**src/pkg/icc_pkg.sv**
```systemverilog
// Package with the register map, encodings and state layout of the input capture channel.
package icc_pkg;

  // ****************************************
  // Bus and register map
  // ****************************************
  localparam int ADDR_W = 8;
  localparam logic [2:0] IDX_CTRL = 3'h0;
  localparam logic [2:0] IDX_BUF = 3'h1;
  localparam logic [2:0] IDX_STS = 3'h2;
  localparam logic [2:0] IDX_EN = 3'h3;
  localparam logic [2:0] IDX_CLR = 3'h4;
  localparam logic [1:0] RESP_OKAY = 2'h0;
  localparam logic [1:0] RESP_SLVERR = 2'h2;

  // ****************************************
  // Control register fields
  // ****************************************
  localparam int BIT_IDLE_HALT = 13;
  localparam int BIT_TSEL = 7;
  localparam int POS_CPI = 5;
  localparam int BIT_OVF = 4;
  localparam int BIT_BNE = 3;
  localparam int POS_MODE = 0;
  localparam logic [15:0] CTRL_RESET = 16'h0000;

  // ****************************************
  // Mode encodings and counts
  // ****************************************
  localparam logic [2:0] MODE_OFF = 3'h0;
  localparam logic [2:0] MODE_BOTH = 3'h1;
  localparam logic [2:0] MODE_FALL = 3'h2;
  localparam logic [2:0] MODE_RISE = 3'h3;
  localparam logic [2:0] MODE_DIV4 = 3'h4;
  localparam logic [2:0] MODE_DIV16 = 3'h5;
  localparam logic [2:0] MODE_UNUSED = 3'h6;
  localparam logic [2:0] MODE_WAKE = 3'h7;
  localparam logic [3:0] PRE4_LAST = 4'h3;
  localparam logic [3:0] PRE16_LAST = 4'hF;
  localparam int FIFO_DEPTH = 4;
  localparam logic [2:0] FIFO_FULL_CNT = 3'h4;

  // ****************************************
  // Types
  // ****************************************
  typedef struct packed {
    logic [15:0] two;
    logic [15:0] three;
  } icc_timers_t;

  typedef struct packed {
    logic [2:0] sync;
    logic lvl;
    logic idle_halt;
    logic tsel;
    logic [1:0] cpi;
    logic [2:0] mode;
    logic [3:0] pre;
    logic [1:0] icnt;
    logic ovf;
    logic [FIFO_DEPTH-1:0][15:0] fifo;
    logic [1:0] wp;
    logic [1:0] rp;
    logic [2:0] cnt;
    logic [1:0] sts;
    logic [1:0] en;
    logic aw_got;
    logic [ADDR_W-1:0] awaddr;
    logic w_got;
    logic [15:0] wdata;
    logic [1:0] wstrb;
    logic bvalid;
    logic [1:0] bresp;
    logic rvalid;
    logic [31:0] rdata;
    logic [1:0] rresp;
  } icc_state_t;

endpackage : icc_pkg

```
**src/hw/icc_capture.sv**
```systemverilog
// Input capture channel with a four-entry capture buffer behind an AXI4-Lite slave.
//
// Function
// [RULE1] With the idle halt bit set the channel does nothing while the CPU idles, otherwise it keeps capturing.
// [RULE2] Each capture stores the timer two count when the timebase bit is 1 and the timer three count when 0.
// [RULE3] The captures-per-interrupt field raises an interrupt on every first, second, third or fourth capture.
// [RULE4] A read-only overrun flag is set on a capture overflow, cleared only by hardware, and ignores writes.
// [RULE5] A read-only buffer flag reads 1 while any captured value is unread and 0 when the buffer is empty.
// [RULE6] Mode 111 only raises an interrupt on a rising edge during Sleep or Idle and ignores the other bits.
// [RULE7] Mode 000 switches the channel off and the unused mode 110 leaves it disabled as well.
// [RULE8] Mode 101 captures once for every sixteenth rising edge on the pin.
// [RULE9] Mode 100 captures once for every fourth rising edge on the pin.
// [RULE10] Mode 011 captures on every rising edge on the pin.
// [RULE11] Mode 010 captures on every falling edge on the pin.
// [RULE12] Mode 001 captures on both edges and interrupts on every capture, whatever the interrupt field says.
// [RULE13] Unimplemented control bits read as zero and writes to them are dropped.
// [RULE14] The buffer holds four values in arrival order and each read of it removes the oldest one.
// [RULE15] A capture into a full buffer is discarded and flags overflow, which clears when the channel is off.
//
// Local design decisions: the AXI4-Lite register port and the register offsets.
`timescale 1ns/1ps
module icc_capture
  import icc_pkg::*;
(
  // Clock and reset
  input wire logic clock,
  input wire logic rst_b,
  // Capture pin and timebases
  input wire logic cap_pin,
  input wire icc_timers_t timers,
  // Power state of the CPU
  input wire logic cpu_idle,
  input wire logic cpu_sleep,
  // AXI4-Lite write channels
  input wire logic [ADDR_W-1:0] s_axi_awaddr,
  input wire logic s_axi_awvalid,
  output logic s_axi_awready,
  input wire logic [31:0] s_axi_wdata,
  input wire logic [3:0] s_axi_wstrb,
  input wire logic s_axi_wvalid,
  output logic s_axi_wready,
  output logic [1:0] s_axi_bresp,
  output logic s_axi_bvalid,
  input wire logic s_axi_bready,
  // AXI4-Lite read channels
  input wire logic [ADDR_W-1:0] s_axi_araddr,
  input wire logic s_axi_arvalid,
  output logic s_axi_arready,
  output logic [31:0] s_axi_rdata,
  output logic [1:0] s_axi_rresp,
  output logic s_axi_rvalid,
  input wire logic s_axi_rready,
  // Interrupt
  output logic irq
);

  icc_state_t st_r;
  icc_state_t st_nxt;
  logic rise;
  logic fall;
  logic halted;
  logic disabled;
  logic edge_hit;
  logic cap_evt;
  logic wake_evt;
  logic int_evt;
  logic full;
  logic push;
  logic ovf_evt;
  logic pop;
  logic [1:0] clr;
  logic [15:0] ctrl_word;
  logic [2:0] ar_idx;
  logic ar_hit;

  // ****************************************
  // Register views
  // ****************************************
  // [RULE13] zero unimplemented bits
  always_comb begin
    ctrl_word = CTRL_RESET;
    ctrl_word[BIT_IDLE_HALT] = st_r.idle_halt;
    ctrl_word[BIT_TSEL] = st_r.tsel;
    ctrl_word[POS_CPI +: 2] = st_r.cpi;
    ctrl_word[BIT_OVF] = st_r.ovf;
    // [RULE5] buffer flag from count
    ctrl_word[BIT_BNE] = (st_r.cnt != 3'h0);
    ctrl_word[POS_MODE +: 3] = st_r.mode;
  end

  assign s_axi_awready = !st_r.aw_got && !st_r.bvalid;
  assign s_axi_wready = !st_r.w_got && !st_r.bvalid;
  assign s_axi_bvalid = st_r.bvalid;
  assign s_axi_bresp = st_r.bresp;
  assign s_axi_arready = !st_r.rvalid;
  assign s_axi_rvalid = st_r.rvalid;
  assign s_axi_rdata = st_r.rdata;
  assign s_axi_rresp = st_r.rresp;
  assign irq = |(st_r.sts & st_r.en);
  assign ar_idx = s_axi_araddr[4:2];
  assign ar_hit = (s_axi_araddr[ADDR_W-1:5] == '0) && (s_axi_araddr[1:0] == 2'h0) && (ar_idx <= IDX_CLR);

  // ****************************************
  // Next-state logic
  // ****************************************
  always_comb begin
    st_nxt = st_r;
    pop = 1'b0;
    clr = 2'h0;
    // The first stage feeds only the second; edges come from stages two and three agreeing.
    st_nxt.sync = {st_r.sync[1:0], cap_pin};
    rise = st_r.sync[1] && st_r.sync[2] && !st_r.lvl;
    fall = !st_r.sync[1] && !st_r.sync[2] && st_r.lvl;
    if (st_r.sync[1] == st_r.sync[2]) begin
      st_nxt.lvl = st_r.sync[1];
    end
    // [RULE1] halt in idle when asked
    halted = cpu_sleep || (st_r.idle_halt && cpu_idle);
    // [RULE7] off and unused modes
    disabled = (st_r.mode == MODE_OFF) || (st_r.mode == MODE_UNUSED);
    case (st_r.mode)
      // [RULE12] both edges
      MODE_BOTH: edge_hit = rise || fall;
      // [RULE11] falling edges
      MODE_FALL: edge_hit = fall;
      // [RULE10] rising edges
      MODE_RISE: edge_hit = rise;
      // [RULE9] every fourth rising edge
      MODE_DIV4: edge_hit = rise && (st_r.pre == PRE4_LAST);
      // [RULE8] every sixteenth rising edge
      MODE_DIV16: edge_hit = rise && (st_r.pre == PRE16_LAST);
      default: edge_hit = 1'b0;
    endcase
    cap_evt = edge_hit && !halted;
    // [RULE6] wake-only interrupt pin
    wake_evt = (st_r.mode == MODE_WAKE) && rise && (cpu_idle || cpu_sleep);
    if ((st_r.mode == MODE_DIV4) || (st_r.mode == MODE_DIV16)) begin
      if (rise && !halted) begin
        st_nxt.pre = cap_evt ? 4'h0 : 4'(st_r.pre + 4'h1);
      end
    end else begin
      st_nxt.pre = 4'h0;
    end
    // [RULE3] captures per interrupt
    int_evt = 1'b0;
    if (disabled || (st_r.mode == MODE_WAKE)) begin
      st_nxt.icnt = 2'h0;
    end else if (cap_evt && (st_r.mode == MODE_BOTH)) begin
      int_evt = 1'b1;
    end else if (cap_evt) begin
      if (st_r.icnt == st_r.cpi) begin
        int_evt = 1'b1;
        st_nxt.icnt = 2'h0;
      end else begin
        st_nxt.icnt = 2'(st_r.icnt + 2'h1);
      end
    end
    int_evt = int_evt || wake_evt;
    // [RULE15] discard into a full buffer
    full = (st_r.cnt == FIFO_FULL_CNT);
    push = cap_evt && !full;
    ovf_evt = cap_evt && full;

    // Read channel; a read of the buffer register pops the oldest value.
    if (st_r.rvalid && s_axi_rready) begin
      st_nxt.rvalid = 1'b0;
    end
    if (s_axi_arvalid && !st_r.rvalid) begin
      st_nxt.rvalid = 1'b1;
      st_nxt.rresp = ar_hit ? RESP_OKAY : RESP_SLVERR;
      st_nxt.rdata = 32'h0000_0000;
      if (ar_hit) begin
        case (ar_idx)
          IDX_CTRL: st_nxt.rdata = {16'h0000, ctrl_word};
          IDX_BUF: begin
            st_nxt.rdata = {16'h0000, st_r.fifo[st_r.rp]};
            pop = (st_r.cnt != 3'h0);
          end
          IDX_STS: st_nxt.rdata = {30'h0000_0000, st_r.sts};
          IDX_EN: st_nxt.rdata = {30'h0000_0000, st_r.en};
          default: st_nxt.rdata = 32'h0000_0000;
        endcase
      end
    end

    // Write channels; address and data are taken in either order, the write lands once both are held.
    if (st_r.bvalid && s_axi_bready) begin
      st_nxt.bvalid = 1'b0;
    end
    if (s_axi_awvalid && s_axi_awready) begin
      st_nxt.aw_got = 1'b1;
      st_nxt.awaddr = s_axi_awaddr;
    end
    if (s_axi_wvalid && s_axi_wready) begin
      st_nxt.w_got = 1'b1;
      st_nxt.wdata = s_axi_wdata[15:0];
      st_nxt.wstrb = s_axi_wstrb[1:0];
    end
    if (st_r.aw_got && st_r.w_got) begin
      st_nxt.aw_got = 1'b0;
      st_nxt.w_got = 1'b0;
      st_nxt.bvalid = 1'b1;
      st_nxt.bresp = RESP_OKAY;
      if ((st_r.awaddr[ADDR_W-1:5] != '0) || (st_r.awaddr[1:0] != 2'h0) || (st_r.awaddr[4:2] > IDX_CLR)) begin
        st_nxt.bresp = RESP_SLVERR;
      end else begin
        case (st_r.awaddr[4:2])
          // [RULE13] only implemented bits are written; the flags are read-only
          IDX_CTRL: begin
            if (st_r.wstrb[1]) begin
              st_nxt.idle_halt = st_r.wdata[BIT_IDLE_HALT];
            end
            if (st_r.wstrb[0]) begin
              st_nxt.tsel = st_r.wdata[BIT_TSEL];
              st_nxt.cpi = st_r.wdata[POS_CPI +: 2];
              st_nxt.mode = st_r.wdata[POS_MODE +: 3];
            end
          end
          IDX_EN: begin
            if (st_r.wstrb[0]) begin
              st_nxt.en = st_r.wdata[1:0];
            end
          end
          IDX_CLR: begin
            if (st_r.wstrb[0]) begin
              clr = st_r.wdata[1:0];
            end
          end
          default: st_nxt.bresp = RESP_OKAY;
        endcase
      end
    end

    // A new event wins over a clear in the same cycle.
    st_nxt.sts = (st_r.sts & ~clr) | {ovf_evt, int_evt};

    // [RULE14] four-entry first-in first-out buffer
    if (disabled) begin
      st_nxt.wp = 2'h0;
      st_nxt.rp = 2'h0;
      st_nxt.cnt = 3'h0;
    end else begin
      if (push) begin
        // [RULE2] timebase choice
        st_nxt.fifo[st_r.wp] = st_r.tsel ? timers.two : timers.three;
        st_nxt.wp = 2'(st_r.wp + 2'h1);
      end
      if (pop) begin
        st_nxt.rp = 2'(st_r.rp + 2'h1);
      end
      st_nxt.cnt = 3'(st_r.cnt + {2'h0, push} - {2'h0, pop});
    end
    // [RULE4] overflow set by hardware, cleared only when off
    if (disabled) begin
      st_nxt.ovf = 1'b0;
    end else if (ovf_evt) begin
      st_nxt.ovf = 1'b1;
    end
  end

  always_ff @(posedge clock or negedge rst_b) begin
    if (!rst_b) begin
      st_r <= '0;
    end else begin
      st_r <= st_nxt;
    end
  end
endmodule : icc_capture

```
**config.mk**
```make
export PLATFORM = sky130hd
export DESIGN_NAME = icc_capture
export DESIGN_NICKNAME = d
export VERILOG_FILES = /design/src/pkg/icc_pkg.sv /design/src/hw/icc_capture.sv
export SDC_FILE = /design/constraint.sdc
export NUM_CORES = 1
export LEC_CHECK = 0
export ABC_AREA = 1
export BUFFER_PORTS_ARGS = -buffer_cell sky130_fd_sc_hd__buf_4
export CORE_MARGIN = 4
export CORE_UTILIZATION = 60
export DETAILED_ROUTE_END_ITERATION = 6
export GPL_ROUTABILITY_DRIVEN = 0
export PLACE_DENSITY = 0.86
export SYNTH_ARGS = -nofsm -noshare
export SYNTH_HDL_FRONTEND = slang
export SYNTH_SLANG_ARGS = --single-unit
```
**constraint.sdc**
```tcl
create_clock -name clock -period 6 [get_ports clock]
set_input_delay 0.3 -clock clock [delete_from_list [all_inputs] [get_ports clock]]
set_output_delay 0.3 -clock clock [all_outputs]
set_load 0.01 [all_outputs]
```
==> impl_metrics.py, run 1 <==
metrics = {
    "power": {
        "pwr-share-seq": 0.418,
        "p_switching_uw": 634.1,
        "p_per_area_mw_per_mm2": 311.9,
        "clock_power_share": 0.444,
        "p_sw_frac": 0.2571,
        "p_int_mw": 1.832,
        "ir_drop_uv": 184.8,
        "p_comb_frac": 0.138,
        "total_leakage_power_nw": 4.097,
    },
    "floorplanning": {
        "core.rowCount": 38,
        "coreArea_sq_mm": 0.01098,
        "die_width_microns": 114.6,
        "die_h_microns": 114.6,
        "io_pins": 136,
        "start_util": 0.6208,
        "die-area_sq_mm": 0.01313,
    },
    "critical_path": {
        "path_cells": "inv_2, o21ai_1, nor3_1, nand2_1, nand2_4, nand2_1, ha_1, inv_1, ha_1, fa_1, xor2_1, nor2_1",
        "required_ps": 6300,
        "max_stage_delay_ps": 600,
        "worst_setup_path_start_kind": "flop",
        "crit_fanout": 77,
        "crit_type": "reg2reg",
        "end_kind": "flop",
        "crit_path_top_delay_cell": "nand2_4",
        "arrival_ps": 3550,
    },
    "synthesis": {
        "syn_inst": 835,
        "yosysTopAreaCell": "dfrtp_1",
        "ys.warnings.count": 0,
        "syn_area_per_cell_sq_um": 8.165,
        "ys_ff_latch": 132,
        "post_synth_instance_area_sq_mm": 0.006818,
        "ys_seq_area_frac": 0.4845,
        "synth.top_cell.area_share": 0.4845,
        "yosys-top-cells-area": "dfrtp_1 48%, nand2_1 17%, nand4_1 6.8%, buf_4 4.0%, nand3_1 2.8%",
        "synth_cell_types": 36,
    },
    "place": {
        "dp_hpwl_mm": 10.35,
        "placed_area_sq_mm": 0.007257,
        "portBuffers": 90,
    },
    "timing": {
        "fmax_ghz": 0.3080,
        "fin_skew_ps": 11.08,
        "finalSetupTns_ps": 0,
        "drv_slew": 0,
        "period_minus_slack_ps": 3246,
        "worst_pin_slew_ps": 973.7,
        "setup_viol": 0,
        "rsz0062_at_grt": "false",
        "relSlewSlack": 0.3509,
        "fin_crit_sh": 0.5411,
        "finalHoldViolCount": 0,
    },
    "cts": {
        "cts_sinks": 132,
        "clock_latency_ps": 420,
        "cts_tree": "built",
        "cts-root-buf": "clkbuf_16",
        "h-tree-depth": 4,
        "cts_setup_buffers": 0,
        "postCtsHoldBufs": 2,
        "cts_resized": 0,
        "clockBufferDepth": 2,
        "cts.clk_slew.worst_paths_ps": 60,
        "cts_buffers": 17,
    },
    "cells_and_area": {
        "final_common_cell": "nand2_1",
        "final_cell_mix": "302 x nand2_1, 132 x dfrtp_1, 94 x buf_4",
        "fill_cells": 810,
        "register_area_sq_mm": 0.003303,
        "nNetsFinal": 990,
        "drive_gt1_frac": 0.1680,
        "area_growth_pct": 16.00,
        "diodes": 0,
        "design_area_sq_mm": 0.007909,
        "multiInputGateArea_sq_mm": 0.002900,
    },
    "global_routing": {
        "overflow": 0,
        "antenna_found_initial": 1,
        "grt_pass1_vias": 5826,
        "grt_pass1_wl_mm": 28.55,
        "grt_max_degree": 79,
        "grtUsageTotal": 0.2756,
    },
    "routing": {
        "via_per_inst": 5.842,
        "ant_nets": 0,
        "routed_wl_mm": 17.43,
        "drc_errors": 0,
        "drt_iter0_markers": 735,
        "wl_per_cell_microns": 16.77,
        "first_pass_iters": 6,
        "via_count": 6070,
    },
    "outcome": {
        "status": "finished clean",
    },
    "hold_path": {
        "hold_class": "in2reg",
    },
    "run": {
        "drv_cap": 0,
    },
}
## state kept, by name, indices dropped and copies added (netlist names)
signal and flops:
ctrl_word 8, s_axi_bresp 1, s_axi_bvalid 1, s_axi_rdata 16, s_axi_rresp 1, s_axi_rvalid 1
st_nxt 2, st_r 102
## final timing paths
path                                          start                       end  slack (ps)  cells past startpoint
hold reg to reg               st_nxt[157]$_DFF_PN0_     st_nxt[158]$_DFF_PN0_         350                      0
setup / recovery           ctrl_word[2]$_DFFE_PN0P_        st_r[72]$_DFF_PN0_        2750                     12
hold / removal                         s_axi_bready  s_axi_bvalid$_DFFE_PN0P_          70                      2
max in group asynchronous                     rst_b     st_r[104]$_DFFE_PN0P_        4080                      3
min in group asynchronous                     rst_b      st_r[64]$_DFFE_PN0P_         480                      2
setup reg to reg           ctrl_word[2]$_DFFE_PN0P_        st_r[72]$_DFF_PN0_        2750                     12
## worst max-delay path, delay by kind of cell, from the launching register on
| kind | cells | cell delay (ps) |
|---|---|---|
| XOR/XNOR | 1 | 150 |
| buffers and inverters | 2 | 180 |
| flip-flops | 1 | 470 |
| AND/OR/NAND/NOR | 5 | 1310 |
| AO/OA/AOI/OAI | 1 | 100 |
| adder cells (fa/ha/maj) | 3 | 910 |
## synthesized netlist by cell type
library cell,count
inv_2,4
nor2_2,1
and2_1,1
buf_2,5
buf_4,36
nor4_1,1
buf_6,8
nor2_1,40
nand2_1,302
or2_2,1
nand2_2,3
nand3_2,4
nor3_2,2
nand2_4,1
a21oi_2,1
o22ai_1,3
o21ai_1,3
fa_1,1
a21oi_1,19
nand3_1,38
mux2_2,9
nand4_1,74
xor2_1,5
clkinv_1,3
nand3b_1,2
conb_1,1
a22o_1,6
xnor2_1,2
o21ai_0,32
ha_1,9
nor3_1,6
a32o_1,9
buf_1,2
dfrtp_1,132
inv_1,39
clkbuf_1,30
## through the flow
step	util	instances	hold WS [ps]	worst slack, ps	total power [mW]
3_5_place_dp	0.6607	1005	339.7	2961	1.376
2_1_floorplan	-	852	4.409	3594	1.249
4_1_cts	0.7201	1039	63.05	2821	2.468
5_1_grt	0.7201	1039	62.53	2551	2.562
6_report	0.7201	1039	67.82	2754	2.467
3_3_place_gp	0.6607	1005	335.2	2984	1.359
## power groups by stage
stage | clock, mW | sequential [mW] | combinational (mW)
floorplan | 0 | 1.03 | 0.219
global placement | 0 | 1.04 | 0.321
detailed placement | 0 | 1.04 | 0.333
CTS | 1.10 | 1.03 | 0.341
global route | 1.14 | 1.04 | 0.379
finish | 1.10 | 1.03 | 0.341
## per-layer routing
layer	vias up	routed length [microns]	share of wire	track usage
met5	-	13	0.00075	0
li1	2807	-	-	-
met1	2842	7029	0.40	0.3726
met3	59	1756	0.10	0.06342
met4	2	418	0.024	0.1172
met2	360	8207	0.47	0.4284
## kinds of logic after synthesis
kind of cell             count (synthesis)  share of synthesized area
XOR/XNOR                                 7                   0.008993
AND/OR/NAND/NOR                        476                     0.3076
adder cells (fa/ha/maj)                 10                    0.01945
other                                    1                  0.0005500
buffers and inverters                  127                    0.09947
AO/OA/AOI/OAI                           73                    0.06460
flip-flops                             132                     0.4845
multiplexers                             9                    0.01487
## cell type report
cell class / instances / share of cell area
Sequential cell: 132 / 0.4177
Clock buffer: 24 / 0.06470
Timing Repair Buffer: 96 / 0.09176
Clock inverter: 8 / 0.01519
Multi-Input combinational cell: 593 / 0.3667
Inverter: 46 / 0.02183
Tap cell: 140 / 0.02215
Power figures use the tool's default switching activity.
==> run 2, diff against run 1 <==
CORE_UTILIZATION = 56   (was 60)
PLACE_DENSITY = 0.81   (was 0.86)
clock period = 3.27 ns   (was 6 ns; I/O delays follow)
==> run 2 against run 1 <==
  * Cell count rose by 3.1%
  * Combinational power rose by 88%
  * Critical path depth fell by 2
  * Non-clock buffer count rose by 24
  * Power rose by 82%
  * Register-to-register slack got worse by 1900 ps
==> impl_metrics.py, run 2 (synthesis results as in run 1) <==
metrics = {
    "routing": {
        "drc_errors": 0,
        "routedLengthMet1_mm": 7.485,
        "routed_wl_mm": 17.06,
        "via_per_inst": 5.563,
        "wl_met3_mm": 1.185,
        "drt_iter0_markers": 705,
        "top_layer": "met4",
        "wl_met2_mm": 7.964,
        "wl_per_cell_microns": 15.93,
        "via_count": 5958,
        "ant_nets": 0,
        "first_pass_iters": 5,
    },
    "timing": {
        "worst_pin_slew_ps": 918.1,
        "fin_skew_ps": 8.340,
        "rsz0062_at_grt": "false",
        "setup_viol": 0,
        "finalHoldViolCount": 0,
        "relSlewSlack": 0.3846,
        "drv_slew": 0,
        "fin_crit_sh": 0.7427,
        "period_minus_slack_ps": 2429,
        "fmax_ghz": 0.4118,
        "finalSetupTns_ps": 0,
    },
    "cells_and_area": {
        "nNetsFinal": 1014,
        "area_growth_pct": 19.25,
        "largest_reg_flops": 102,
        "drive_gt1_frac": 0.1723,
        "final_common_cell": "nand2_1",
        "final_cell_mix": "302 x nand2_1, 132 x dfrtp_1, 102 x buf_4",
        "fill_cells": 926,
        "multiInputGateArea_sq_mm": 0.002900,
        "regMostFlops": "st_r",
        "register_area_sq_mm": 0.003303,
    },
    "floorplanning": {
        "coreArea_sq_mm": 0.01196,
        "start_util": 0.5700,
        "io_pins": 136,
        "core.rowCount": 40,
        "die_h_microns": 118.3,
        "die_width_microns": 118.3,
        "die-area_sq_mm": 0.01400,
    },
    "cts": {
        "h-tree-depth": 4,
        "cts_setup_buffers": 0,
        "clockBufferDepth": 2,
        "cts.clk_slew.worst_paths_ps": 60,
        "cts_buffers": 17,
        "cts-root-buf": "clkbuf_16",
        "cts_sinks": 132,
        "clock_latency_ps": 420,
        "cts_tree": "built",
    },
    "power": {
        "ir_drop_uv": 383.8,
        "total_power_mw": 4.498,
        "p_per_area_mw_per_mm2": 553.3,
        "total_leakage_power_nw": 4.188,
    },
    "global_routing": {
        "antenna_found_initial": 0,
        "grt_max_degree": 71,
        "overflow": 0,
        "grtUsageTotal": 0.2488,
        "grt_pass1_wl_mm": 28.14,
        "grt_pass1_vias": 5707,
    },
    "critical_path": {
        "worst_setup_path_start_kind": "flop",
        "end_kind": "flop",
        "r2r_setup_slack_ps": 840,
        "arrival_ps": 2730,
        "crit_fanout": 42,
        "required_ps": 3570,
        "crit_type": "reg2reg",
    },
    "place": {
        "dp_hpwl_mm": 10.89,
        "portBuffers": 90,
    },
    "outcome": {
        "status": "finished clean",
    },
    "hold_path": {
        "hold_class": "in2reg",
    },
    "run": {
        "drv_cap": 0,
    },
}
-- run 2: cell count changes in the layout (fill, tap and decap cells not counted) --
cell           change
buf_12             +1
buf_4              +8
inv_6              +1
clkinvlp_4         +2
diode_2            +1
dlygate4sd3_1     +15
clkbuf_1           +1
clkinv_4           +2
clkbuf_8           -4
clkinv_2           -2
-- run 2: worst max-delay path, stage by stage (launching register included) --
cell and delay, ps:
dfrtp_1 480, inv_2 50, nor2_2 120, nand2_2 110
o21ai_1 150, nand2_1 100, nand2_4 80, buf_4 400
nand3_2 490, nand2_1 220, nand2_1 80
-- run 2: metrics by stage --
stage / cell area, sq um / util / setup WS, ps / hold slack (ps) / std cells
2_1_floorplan: 6882 / - / 863.9 / -132.1 / 852
3_3_place_gp: 7346 / 0.6141 / 894.6 / 273.4 / 1021
3_5_place_dp: 7346 / 0.6141 / 869.2 / 273.8 / 1021
4_1_cts: 8128 / 0.6795 / 841.7 / 12.16 / 1070
5_1_grt: 8128 / 0.6795 / 653.5 / 26.36 / 1070
6_report: 8130 / 0.6797 / 841.3 / 18.81 / 1071
-- run 2: final cells by class --
type	instances	area share
flip-flops and latches	132	0.4063
multi-input cells	593	0.3567
repair buffers	120	0.1176
clock buffers	21	0.05663
well taps	147	0.02262
inverters	46	0.02124
clock inverters	11	0.01862
diodes	1	0.0003078
-- run 2: what timing repair did --
| action | 4_1_cts | 5_1_grt |
|---|---|---|
| resized for setup | 0 | 0 |
| hold buffers | 17 | 0 |
| endpoints found under the hold margin | 72 | 0 |
-- run 2: final timing paths --
kind | start | endpoint | cells past startpoint
setup reg to reg | ctrl_word[0]$_DFFE_PN0P_ | st_r[110]$_DFFE_PN0P_ | 10
hold reg to reg | st_nxt[157]$_DFF_PN0_ | st_nxt[158]$_DFF_PN0_ | 0
max in group asynchronous | rst_b | st_r[131]$_DFFE_PN0P_ | 3
hold / removal | s_axi_wdata[1] | st_r[41]$_DFFE_PN0P_ | 3
min in group asynchronous | rst_b | st_r[89]$_DFFE_PN0P_ | 2
setup / recovery | ctrl_word[0]$_DFFE_PN0P_ | st_r[110]$_DFFE_PN0P_ | 10
-- run 2: per-layer routing --
| metal | up-vias | GRT usage |
|---|---|---|
| li1 | 2862 | - |
| met1 | 2795 | 0.3384 |
| met2 | 258 | 0.3926 |
| met3 | 43 | 0.05072 |
| met4 | 0 | 0.09963 |
| met5 | - | 0 |
-- run 2: where the power goes --
part	internal [mW]	switching, mW
combinational	0.268	0.372
sequential	1.79	0.0972
clock	1.24	0.726
total	3.30	1.20
